<file path="config.mk">
export PLATFORM = sky130hd
export DESIGN_NAME = external_bus_unit
export DESIGN_NICKNAME = d
export VERILOG_FILES = /design/src/hdl/ebu_pkg.sv /design/src/hdl/win_sel_if.sv /design/src/hdl/window_decoder.sv /design/src/hdl/external_bus_unit.sv
export SDC_FILE = /design/constraint.sdc
export NUM_CORES = 1
export LEC_CHECK = 0
export BUFFER_PORTS_ARGS = -buffer_cell sky130_fd_sc_hd__buf_2
export CORE_MARGIN = 3
export CORE_UTILIZATION = 30
export DETAILED_ROUTE_END_ITERATION = 12
export PLACE_DENSITY = 0.63
export SYNTH_ARGS = -nofsm -noshare
export SYNTH_HDL_FRONTEND = slang
export SYNTH_SLANG_ARGS = --single-unit
</file>
<file path="constraint.sdc">
create_clock -name i_clk -period 6.9 [get_ports i_clk]
set_clock_uncertainty 0.1 [all_clocks]
set_input_delay 0 -clock i_clk [delete_from_list [all_inputs] [get_ports i_clk]]
set_output_delay 0 -clock i_clk [all_outputs]
set_load 0.02 [all_outputs]
</file>
<file path="src/hdl/ebu_pkg.sv">
// Package of constants and types for the external bus unit
package ebu_pkg;

  // ****************************************************************
  // Bus modes
  // ****************************************************************
  localparam logic [2:0] MODE_SINGLE   = 3'h0;
  localparam logic [2:0] MODE_DEMUX16  = 3'h1;
  localparam logic [2:0] MODE_MUX16    = 3'h2;
  localparam logic [2:0] MODE_MUX8     = 3'h3;
  localparam logic [2:0] MODE_DEMUX8   = 3'h4;

  // Address space sizes
  localparam logic [1:0] SPACE_16M     = 2'h0;
  localparam logic [1:0] SPACE_1M      = 2'h1;
  localparam logic [1:0] SPACE_256K    = 2'h2;
  localparam logic [1:0] SPACE_64K     = 2'h3;

  // ****************************************************************
  // Bus configuration word layout
  // ****************************************************************
  localparam int CFG_W          = 16;
  localparam int CFG_MODE_LO    = 0;   // 3 bits
  localparam int CFG_CYC_LO     = 3;   // 4 bits, memory cycle wait states
  localparam int CFG_TRI_BIT    = 7;   // tri-state wait state
  localparam int CFG_ALE_BIT    = 8;   // lengthened address latch
  localparam int CFG_RWD_BIT    = 9;   // delayed read/write strobe
  localparam int CFG_RDYEN_BIT  = 10;  // ready function enable
  localparam int CFG_READY_POLARITY_BIT_BIT = 11;  // ready active level
  localparam int CFG_CSEN_BIT   = 12;  // chip select enable

  localparam int NUM_WIN   = 4;
  localparam int ADDR_W    = 24;
  localparam int DATA_W    = 16;
  localparam int SEG_W     = 8;
  localparam int CYC_W     = 4;

  localparam logic [CYC_W-1:0] CNT_ZERO = 4'h0;
  localparam logic [CYC_W-1:0] CNT_ONE  = 4'h1;

  // Active-low chip select idle pattern
  localparam logic [NUM_WIN:0] CS_IDLE = 5'h1F;

  typedef enum logic [6:0] {
    ST_IDLE  = 7'h01,
    ST_ALE   = 7'h02,
    ST_DLY   = 7'h04,
    ST_STRB  = 7'h08,
    ST_RDY   = 7'h10,
    ST_TRI   = 7'h20,
    ST_HOLD  = 7'h40
  } bus_state_t;

endpackage : ebu_pkg

</file>
<file path="src/hdl/win_sel_if.sv">
// Interface carrying window decode request and result
interface win_sel_if;
  import ebu_pkg::*;
  logic [ADDR_W-1:0]  addr;
  logic [NUM_WIN-1:0] hit;
  logic [2:0]         sel;
  modport decoder (input addr, output hit, output sel);
  modport user    (output addr, input hit, input sel);
endinterface : win_sel_if

</file>
<file path="src/hdl/window_decoder.sv">
// Address window decoder with hierarchical priority
module window_decoder
  import ebu_pkg::*;
(
  input  wire logic [NUM_WIN*ADDR_W-1:0] i_win_base,
  input  wire logic [NUM_WIN*ADDR_W-1:0] i_win_mask,
  input  wire logic [NUM_WIN-1:0]        i_win_en,
  win_sel_if.decoder                     ws
);

  genvar g;
  generate
    for (g = 0; g < NUM_WIN; g++) begin : g_hit
      assign ws.hit[g] = i_win_en[g] &&
        (((ws.addr ^ i_win_base[g*ADDR_W +: ADDR_W]) &
          i_win_mask[g*ADDR_W +: ADDR_W]) == '0);
    end
  endgenerate

  // Window 4 over 3 and 2 over 1; 0 means the default region
  always_comb begin
    if (ws.hit[3]) begin
      ws.sel = 3'h4;
    end else if (ws.hit[2]) begin
      ws.sel = 3'h3;
    end else if (ws.hit[1]) begin
      ws.sel = 3'h2;
    end else if (ws.hit[0]) begin
      ws.sel = 3'h1;
    end else begin
      ws.sel = 3'h0;
    end
  end

endmodule : window_decoder

</file>
<file path="src/hdl/external_bus_unit.sv">
// External bus unit: mode, timing, windows, chip selects, ready, arbitration
//
// Function
// - Supports single-chip mode and four external modes of 8 or 16 bit data, muxed or demuxed.
// - Demuxed modes drive address on the address port and data on the full or low-byte port.
// - Muxed modes share one port for address and then data within each cycle.
// - Cycle time, tri-state time, latch strobe length and strobe delay are set per config.
// - Four address windows each carry their own select and bus configuration.
// - Overlapping windows resolve with window 4 over 3 and window 2 over 1.
// - Accesses outside all windows use the default bus configuration.
// - Five active-low chip selects, one per window plus one for the default region.
// - With ready enabled the cycle waits for the ready level given by the polarity bit.
// - Setting the arbitration enable bit hands request, grant and hold pins to the unit.
// - After reset the unit is master; setting the grant direction bit makes it a slave.
// - The address space limit selects eight, four, two or no segment address lines.
// - Chip selects change half a clock after the latch strobe rises, or with it if selected.
module external_bus_unit
  import ebu_pkg::*;
(
  input  wire logic                      i_clk,
  input  wire logic                      i_rst_n,
  // CPU request side
  input  wire logic                      i_req,
  input  wire logic                      i_we,
  input  wire logic                      i_byte,
  input  wire logic [ADDR_W-1:0]         i_addr,
  input  wire logic [DATA_W-1:0]         i_wdata,
  output logic                           o_ack,
  output logic [DATA_W-1:0]              o_rdata,
  // Configuration
  input  wire logic [CFG_W-1:0]          i_default_bus_config,
  input  wire logic [NUM_WIN*CFG_W-1:0]  i_window_bus_config,
  input  wire logic [NUM_WIN*ADDR_W-1:0] i_window_address_select,
  input  wire logic [NUM_WIN*ADDR_W-1:0] i_window_mask,
  input  wire logic [1:0]                i_space_size,
  input  wire logic                      i_chip_select_timing_sel,
  input  wire logic                      i_arbitration_enable_bit,
  input  wire logic                      i_grant_pin_direction_bit,
  // Pins
  output logic [DATA_W-1:0]              o_shared_addr_data_port,
  output logic [DATA_W-1:0]              o_shared_oe,
  input  wire logic [DATA_W-1:0]         i_shared_addr_data_port,
  output logic [DATA_W-1:0]              o_dedicated_address_port,
  output logic [SEG_W-1:0]               o_segment_port,
  output logic                           o_ale,
  output logic                           o_rd_n,
  output logic                           o_wr_n,
  output logic [NUM_WIN:0]               o_cs_n,
  input  wire logic                      i_ready,
  input  wire logic                      i_hold_n,
  output logic                           o_bus_request_out_n,
  output logic                           o_bus_grant_ack,
  output logic                           o_bus_grant_ack_oe,
  input  wire logic                      i_bus_grant_ack,
  output logic                           o_busy
);

  // ****************************************************************
  // Pin synchronisers
  // ****************************************************************
  logic [2:0] rdy_s, hold_s, bus_grant_ack_s;
  always_ff @(posedge i_clk) begin
    if (!i_rst_n) begin
      rdy_s  <= 3'h0;
      hold_s <= 3'h7;
      bus_grant_ack_s <= 3'h7;
    end else begin
      rdy_s  <= {rdy_s[1:0], i_ready};
      hold_s <= {hold_s[1:0], i_hold_n};
      bus_grant_ack_s <= {bus_grant_ack_s[1:0], i_bus_grant_ack};
    end
  end

  logic ready_q, hold_n_q, bus_grant_ack_in_q;
  always_ff @(posedge i_clk) begin
    if (!i_rst_n) begin
      ready_q   <= 1'b0;
      hold_n_q  <= 1'b1;
      bus_grant_ack_in_q <= 1'b1;
    end else begin
      if (rdy_s[1] == rdy_s[2]) ready_q <= rdy_s[2];
      if (hold_s[1] == hold_s[2]) hold_n_q <= hold_s[2];
      if (bus_grant_ack_s[1] == bus_grant_ack_s[2]) bus_grant_ack_in_q <= bus_grant_ack_s[2];
    end
  end

  // ****************************************************************
  // Window decode
  // ****************************************************************
  win_sel_if ws ();
  assign ws.addr = i_addr;

  window_decoder u_dec (
    .i_win_base (i_window_address_select),
    .i_win_mask (i_window_mask),
    .i_win_en   ({NUM_WIN{1'b1}}),
    .ws         (ws)
  );

  logic [CFG_W-1:0] next_cfg;
  always_comb begin
    next_cfg = i_default_bus_config;
    if (ws.sel != 3'h0) begin
      next_cfg = i_window_bus_config[(ws.sel - 3'h1)*CFG_W +: CFG_W];
    end
  end

  // ****************************************************************
  // Bus cycle sequencer
  // ****************************************************************
  bus_state_t       state;
  logic [CFG_W-1:0] cfg;
  logic [2:0]       win;
  logic [CYC_W-1:0] cnt;
  logic             we_q;
  logic             byte_q;
  logic [ADDR_W-1:0] addr_q;
  logic [DATA_W-1:0] wdata_q;
  logic             cs_half;

  logic [2:0] mode;
  logic       is_mux, is_8bit, cfg_rdy_en, cfg_rdy_pol;
  assign mode        = cfg[CFG_MODE_LO +: 3];
  assign is_mux      = (mode == MODE_MUX16) || (mode == MODE_MUX8);
  assign is_8bit     = (mode == MODE_MUX8) || (mode == MODE_DEMUX8);
  assign cfg_rdy_en  = cfg[CFG_RDYEN_BIT];
  assign cfg_rdy_pol = cfg[CFG_READY_POLARITY_BIT_BIT];

  logic [2:0] next_mode;
  logic       hold_req, slave;
  assign next_mode = next_cfg[CFG_MODE_LO +: 3];
  assign slave     = i_grant_pin_direction_bit;
  // Master grants on hold; slave holds until the master's active-low grant appears
  assign hold_req  = i_arbitration_enable_bit && (slave ? bus_grant_ack_in_q : !hold_n_q);

  always_ff @(posedge i_clk) begin
    if (!i_rst_n) begin
      state <= ST_IDLE;
      cnt   <= CNT_ZERO;
    end else begin
      unique case (state)
        ST_IDLE: begin
          if (hold_req) begin
            state <= ST_HOLD;
          end else if (i_req && !o_ack && next_mode != MODE_SINGLE) begin
            state <= ST_ALE;
            cnt   <= next_cfg[CFG_ALE_BIT] ? CNT_ONE : CNT_ZERO;
          end
        end
        ST_ALE: begin
          if (cnt != CNT_ZERO) begin
            cnt <= cnt - CNT_ONE;
          end else if (cfg[CFG_RWD_BIT]) begin
            state <= ST_DLY;
          end else begin
            state <= ST_STRB;
            cnt   <= cfg[CFG_CYC_LO +: CYC_W];
          end
        end
        ST_DLY: begin
          state <= ST_STRB;
          cnt   <= cfg[CFG_CYC_LO +: CYC_W];
        end
        ST_STRB: begin
          if (cnt != CNT_ZERO) begin
            cnt <= cnt - CNT_ONE;
          end else if (cfg_rdy_en) begin
            state <= ST_RDY;
          end else begin
            state <= ST_TRI;
            cnt   <= cfg[CFG_TRI_BIT] ? CNT_ONE : CNT_ZERO;
          end
        end
        ST_RDY: begin
          if (ready_q == cfg_rdy_pol) begin
            state <= ST_TRI;
            cnt   <= cfg[CFG_TRI_BIT] ? CNT_ONE : CNT_ZERO;
          end
        end
        ST_TRI: begin
          if (cnt != CNT_ZERO) begin
            cnt <= cnt - CNT_ONE;
          end else begin
            state <= ST_IDLE;
          end
        end
        ST_HOLD: begin
          if (!hold_req) state <= ST_IDLE;
        end
      endcase
    end
  end

  always_ff @(posedge i_clk) begin
    if (!i_rst_n) begin
      cfg     <= '0;
      win     <= 3'h0;
      we_q    <= 1'b0;
      byte_q  <= 1'b0;
      addr_q  <= '0;
      wdata_q <= '0;
    end else if (state == ST_IDLE && i_req && !o_ack && !hold_req) begin
      cfg     <= next_cfg;
      win     <= ws.sel;
      we_q    <= i_we;
      byte_q  <= i_byte;
      addr_q  <= i_addr;
      wdata_q <= i_wdata;
    end
  end

  // Single-chip requests are answered at once without external activity
  // Strobe pins trail the state by a clock, so a timed read is taken one cycle later
  logic timed_end;
  always_ff @(posedge i_clk) begin
    if (!i_rst_n) begin
      o_ack     <= 1'b0;
      o_rdata   <= '0;
      timed_end <= 1'b0;
    end else begin
      o_ack     <= 1'b0;
      timed_end <= (state == ST_STRB) && (cnt == CNT_ZERO) && !cfg_rdy_en;
      if (state == ST_IDLE && i_req && !o_ack && !hold_req && next_mode == MODE_SINGLE) begin
        o_ack <= 1'b1;
      end
      if (timed_end) begin
        o_ack   <= 1'b1;
        o_rdata <= is_8bit ? {8'h00, i_shared_addr_data_port[7:0]} : i_shared_addr_data_port;
      end
      if (state == ST_RDY && ready_q == cfg_rdy_pol) begin
        o_ack   <= 1'b1;
        o_rdata <= is_8bit ? {8'h00, i_shared_addr_data_port[7:0]} : i_shared_addr_data_port;
      end
    end
  end

  // ****************************************************************
  // Pin drivers
  // ****************************************************************
  logic in_cycle, strobe;
  assign in_cycle = (state == ST_ALE) || (state == ST_DLY) || (state == ST_STRB) ||
                    (state == ST_RDY);
  assign strobe   = (state == ST_STRB) || (state == ST_RDY);

  always_ff @(posedge i_clk) begin
    if (!i_rst_n) begin
      o_ale                    <= 1'b0;
      o_rd_n                   <= 1'b1;
      o_wr_n                   <= 1'b1;
      o_shared_addr_data_port  <= '0;
      o_shared_oe              <= '0;
      o_dedicated_address_port <= '0;
      o_busy                   <= 1'b0;
    end else begin
      o_ale  <= (state == ST_ALE);
      o_rd_n <= !(strobe && !we_q);
      o_wr_n <= !(strobe && we_q);
      o_busy <= in_cycle || (state == ST_TRI);
      o_dedicated_address_port <= is_mux ? '0 : addr_q[DATA_W-1:0];
      if (state == ST_ALE && is_mux) begin
        o_shared_addr_data_port <= addr_q[DATA_W-1:0];
        o_shared_oe             <= '1;
      end else if ((state == ST_DLY || strobe) && we_q) begin
        o_shared_addr_data_port <= wdata_q;
        o_shared_oe             <= (is_8bit || byte_q) ? 16'h00FF : 16'hFFFF;
      end else begin
        o_shared_oe             <= '0;
      end
    end
  end

  // Upper address lines per restricted address space
  always_ff @(posedge i_clk) begin
    if (!i_rst_n) begin
      o_segment_port <= '0;
    end else begin
      unique case (i_space_size)
        SPACE_16M:  o_segment_port <= addr_q[ADDR_W-1:DATA_W];
        SPACE_1M:   o_segment_port <= {4'h0, addr_q[DATA_W+3:DATA_W]};
        SPACE_256K: o_segment_port <= {6'h00, addr_q[DATA_W+1:DATA_W]};
        SPACE_64K:  o_segment_port <= 8'h00;
      endcase
    end
  end

  // ****************************************************************
  // Chip selects
  // ****************************************************************
  // Fabric has one edge; the half-cycle lag is modelled as one extra cycle
  logic [NUM_WIN:0] cs_val;
  always_comb begin
    cs_val = CS_IDLE;
    if (in_cycle && (state != ST_ALE || cs_half) && cfg[CFG_CSEN_BIT]) cs_val[win] = 1'b0;
    if (state == ST_ALE && cfg[CFG_CSEN_BIT] && i_chip_select_timing_sel) cs_val[win] = 1'b0;
  end

  always_ff @(posedge i_clk) begin
    if (!i_rst_n) begin
      cs_half <= 1'b0;
      o_cs_n  <= CS_IDLE;
    end else begin
      cs_half <= (state == ST_ALE);
      o_cs_n  <= cs_val;
    end
  end

  // ****************************************************************
  // Arbitration pins
  // ****************************************************************
  always_ff @(posedge i_clk) begin
    if (!i_rst_n) begin
      o_bus_request_out_n <= 1'b1;
      o_bus_grant_ack     <= 1'b1;
      o_bus_grant_ack_oe  <= 1'b1;
    end else begin
      o_bus_grant_ack_oe  <= !(i_arbitration_enable_bit && slave);
      o_bus_grant_ack     <= !(state == ST_HOLD && !slave);
      o_bus_request_out_n <= !(state == ST_HOLD && i_req);
    end
  end

  // ****************************************************************
  // Checks
  // ****************************************************************
  ready_wait_a: assert property (@(posedge i_clk) disable iff (!i_rst_n)
    (state == ST_RDY && ready_q != cfg_rdy_pol) |=> (state == ST_RDY))
    else $error("ready wait left early");
  ready_end_a: assert property (@(posedge i_clk) disable iff (!i_rst_n)
    (state == ST_RDY && ready_q == cfg_rdy_pol) |=> o_ack && state == ST_TRI)
    else $error("ready level did not end cycle");
  no_ready_a: assert property (@(posedge i_clk) disable iff (!i_rst_n)
    (state == ST_STRB && cnt == CNT_ZERO && !cfg_rdy_en) |-> ##2 o_ack)
    else $error("timed cycle did not end");
  single_chip_a: assert property (@(posedge i_clk) disable iff (!i_rst_n)
    (state == ST_IDLE && i_req && !o_ack && !hold_req && next_mode == MODE_SINGLE)
    |=> o_ack && state == ST_IDLE)
    else $error("single chip access went external");
  win_prio_a: assert property (@(posedge i_clk) disable iff (!i_rst_n)
    ws.hit[3] |-> ws.sel == 3'h4)
    else $error("window 4 not highest");
  default_cfg_a: assert property (@(posedge i_clk) disable iff (!i_rst_n)
    (ws.hit == '0) |-> next_cfg == i_default_bus_config)
    else $error("default config not used");
  one_cs_a: assert property (@(posedge i_clk) disable iff (!i_rst_n)
    $countones(~o_cs_n) <= 1)
    else $error("more than one chip select");
  cs_late_a: assert property (@(posedge i_clk) disable iff (!i_rst_n)
    (cs_half && !i_chip_select_timing_sel && cfg[CFG_CSEN_BIT]) |=> !o_cs_n[win])
    else $error("chip select late");
  mux_addr_a: assert property (@(posedge i_clk) disable iff (!i_rst_n)
    (state == ST_ALE && is_mux) |=> o_shared_oe == 16'hFFFF &&
    o_shared_addr_data_port == $past(addr_q[DATA_W-1:0]))
    else $error("muxed address missing");
  seg64_a: assert property (@(posedge i_clk) disable iff (!i_rst_n)
    (i_space_size == SPACE_64K) |=> o_segment_port == 8'h00)
    else $error("segment lines in 64K space");
  grant_dir_a: assert property (@(posedge i_clk) disable iff (!i_rst_n)
    (i_arbitration_enable_bit && slave) |=> !o_bus_grant_ack_oe)
    else $error("slave still drives grant");

endmodule : external_bus_unit

</file>
==> implementation parameters <==
Parameter                              Value

STA
  Final number of max-transition violations ... 0
  Final hold vios ... 0
  Min cycle time layout ... 5110 ps
  Max frequency ... 0.196 GHz
  Final worst setup slack ... 1790 ps
  Worst hold slack ... 44.0 ps
  Setup TNS Final ... 0 ps
  Crit share post-route ... 0.741
  Worst slew margin ... 0.122
  Unrepaired setup endpoints after global routing ... false
  Worst Tran Pin Value ... 1320 ps
  # setup viols final ... 0

Drt
  Drt initial violations ... 659
  Routed WL per cell ... 19.3 um
  Final ANT Viol Nets ... 0
  DRC violation count after routing ... 0
  Drt pass-1 iters ... 5
  Total via count in the routed design ... 8,262
  Total wire length ... 32,400 um
  Vias per cell ... 4.92

Critical path
  Destination of the worst register-to-register timing path ... cfg[9]$_SDFFE_PN0P_
  Worst path arrival time ... 5320 ps
  Worst R2R Start ... state[1]$_SDFFE_PN0P_
  Max stage delay cell, worst path ... sky130_fd_sc_hd__nor3_1
  Startpoint class of the critical path ... input port
  Worst r2r path cells ... 9
  Largest fanout of any net on the critical path ... 20
  Largest stage delay on the critical path ... 800 ps
  Cell-by-cell listing of the critical path ... dlygate4sd3_1 -> buf_2 -> xor2_1 -> a22oi_1 -> nand4_1 -> nor3_1 -> nor2_1 -> or2_2 -> ha_1 -> nor3_1 -> o21ai_0 -> nand2b_1 -> mux2i_1 -> o211ai_1 -> a21oi_1 -> o211ai_1 -> o211a_1
  Start-to-end type of the worst setup path ... input port to register
  Required time at the worst-slack endpoint ... 7110 ps
  Kind of end point of the critical path ... register
  Worst reg2reg setup slack ... 3670 ps

Yosys
  Total nets after synthesis ... 1,234
  Biggest area consumer among synthesized cells ... sky130_fd_sc_hd__dfxtp_1
  Average footprint of a synthesized cell ... 8.75 um^2
  Cell area after synthesis ... 0.00778 mm^2
  Number of enable flip-flop cells after synthesis ... 0
  Post-synthesis sequential element count ... 152
  Synth top area cells ... sky130_fd_sc_hd__dfxtp_1 39%, sky130_fd_sc_hd__xor2_1 11%, sky130_fd_sc_hd__nand2_1 6.4%
  Proportion of synthesized flip-flops having asynchronous set or reset ... 0
  Synthesized netlist cell count ... 889
  Primary flip-flop cell chosen by synthesis mapping ... sky130_fd_sc_hd__dfxtp_1
  Post-synth top area share ... 0.391
  Number of distinct library cells after synthesis ... 66
  Post-synthesis sequential area ratio ... 0.391
  Warnings from Yosys ... 0

Power and ir drop
  Switching pwr ... 0.644 mW
  Sequential group share of total power ... 0.406
  Combinational power share ... 0.202
  Share of power burned in the clock network ... 0.392
  Worst ir drop on vdd ... 0.000135 V
  Total chip power ... 2.34 mW
  Power Internal ... 1.69 mW
  Power density over the cells ... 206 mW/mm^2
  Switching part of the total ... 0.276
  Leakage component of the power ... 5.26 nW

Final layout
  Util after Layout ... 0.449
  Area occupied by multi-input gates ... 0.00427 mm^2
  Highest-count cells in the layout ignoring fill and taps ... 410 x sky130_fd_sc_hd__buf_2, 152 x sky130_fd_sc_hd__dfxtp_1, 132 x sky130_fd_sc_hd__nand2_1, 97 x sky130_fd_sc_hd__xor2_1, 90 x sky130_fd_sc_hd__dlygate4sd3_1
  Cell area after layout ... 0.0114 mm^2
  Layout overhead on the synthesized area ... 46.1%
  Total number of nets in the final design ... 1,678
  Fraction of layout cells with a size suffix above 1 ... 0.358
  Number of standard cells in the layout, taps in and fillers out ... 1,680
  Sequential Area ... 0.00304 mm^2
  Most common cell after layout, fill and taps aside ... sky130_fd_sc_hd__buf_2
  Filler cell count ... 2,433

CTS
  H-tree level count ... 4
  Maximum clock path buffer count ... 2
  Clock slew at the register clock pins of the worst setup and hold paths ... 60 ps
  Clock latency of the later-clocked register in the worst-skew pair ... 420 ps
  CTS Buf Count ... 17
  Sink count of the clock tree ... 152
  Clock tree from TritonCTS ... yes
  CTS root buffer ... sky130_fd_sc_hd__clkbuf_16
  PostCTS Resize Cnt ... 0

Global route
  Antenna violations before repair ... 6
  Maximum number of pins on one net before global-route repair ... 80
  Total gr overflow ... 0
  Global-route wire length before repair ... 48,200 um
  Vias in the first global route ... 8,252
  Total global routing track utilization ... 0.223

Placement
  RD Place Congestion ... 0.958
  Worst slack after detailed placement ... 1890 ps
  Estimated wirelength of the detail-placed design ... 25,200 um
  Count of buffers from port buffering ... 410
  Placed Instances ... 1,554
  Total placed instance area ... 0.00987 mm^2

Hold path
  Hold Path End ... cfg[0]$_SDFFE_PN0P_
  Worst Hold Launch ... i_window_bus_config[16]
  Kind of path behind the tightest hold check ... input port to register
  Instance count along the most critical hold path ... 4

Floorplan
  DIE HEIGHT ... 167 um
  Placement row count ... 58
  Die area ... 0.0279 mm^2
  Standard cell core area ... 0.0253 mm^2
  DIE WIDTH ... 167 um
  Initial core utilization ... 0.307
  Number of primary I/O pins ... 426

Flow run
  Reported max-cap violation count ... 0

Status
  Status ... finished clean
[kinds of logic after synthesis]
family | synth area share
and+or+nand+nor | 0.195
AOI/OAI and AO/OA | 0.173
DFF | 0.391
xor gates and xnor gates | 0.113
buffers and inverters | 0.0616
muxes | 0.0603
adders and majority gates | 0.00643
[layout make-up]
type | count | share of cell area
sequential | 152 | 0.268
tap | 330 | 0.0363
clock buffer | 22 | 0.0409
clock inverter | 10 | 0.0104
inverter | 7 | 0.00352
timing repair buffer | 507 | 0.264
multi-input combinational | 648 | 0.376
antenna | 4 | 0.000881
[flip-flops by register name, summed over array words and instances, names as in the netlist, 4 cells and up]
signal	flops
cfg	12
state	7
o_cs_n	5
o_segment_port	8
o_rdata	16
wdata_q	16
cnt	4
o_dedicated_address_port	16
o_shared_addr_data_port	16
addr_q	24
[power groups by stage]
stage | Combinational (mW) | Sequential [mW] | Clock (mW)
final | 0.472 | 0.949 | 0.916
after global routing | 0.513 | 0.954 | 0.982
after CTS | 0.470 | 0.949 | 0.938
after detailed placement | 0.428 | 0.968 | 0
after global placement | 0.422 | 0.967 | 0
after floorplan | 0.241 | 0.969 | 0
[cells in the mapped netlist (13+ instances only)]
master                     number
sky130_fd_sc_hd__clkbuf_1      34
sky130_fd_sc_hd__xor2_1        97
sky130_fd_sc_hd__a22oi_1       49
sky130_fd_sc_hd__nand2_1      132
sky130_fd_sc_hd__nor3_1        13
sky130_fd_sc_hd__buf_4         14
sky130_fd_sc_hd__o21ai_0       24
sky130_fd_sc_hd__a21oi_1       69
sky130_fd_sc_hd__dfxtp_1      152
sky130_fd_sc_hd__mux2i_1       21
sky130_fd_sc_hd__a211oi_1      17
sky130_fd_sc_hd__nor2_1        50
sky130_fd_sc_hd__nand3_1       18
sky130_fd_sc_hd__and2_1        25
sky130_fd_sc_hd__buf_2         25
sky130_fd_sc_hd__nand4_1       14
[layer usage]
| metal | part of all wire | track usage |
|---|---|---|
| met5 | 0.00022 | 0 |
| met4 | 0.025 | 0.0699 |
| met3 | 0.065 | 0.0408 |
| met2 | 0.49 | 0.381 |
| met1 | 0.42 | 0.287 |
[worst max-delay path, delay by kind of cell]
family          cells  cell delay, ps
mux                 1             230
compound gates      6            1590
simple gates        6            1750
buf+inv             2             780
fa+ha+maj           1             780
xor+xnor            1             160
[how the worst max path moves through the flow]
stage,from,end,cells past startpoint
6_report,i_addr[19],state[5]$_SDFFE_PN0P_,17
5_1_grt,i_addr[2],state[1]$_SDFFE_PN0P_,17
4_1_cts,i_addr[23],state[5]$_SDFFE_PN0P_,17
3_5_place_dp,i_addr[23],state[5]$_SDFFE_PN0P_,16
3_3_place_gp,i_addr[23],state[5]$_SDFFE_PN0P_,16
2_1_floorplan,i_addr[10],state[1]$_SDFFE_PN0P_,20
[what timing repair did]
action	CTS	global route
setup endpoints to repair	0	0
buffers inserted	0	0
endpoints found under the hold margin	90	1
hold buffers	89	1
No activity file was read; power rests on OpenSTA's default activity.
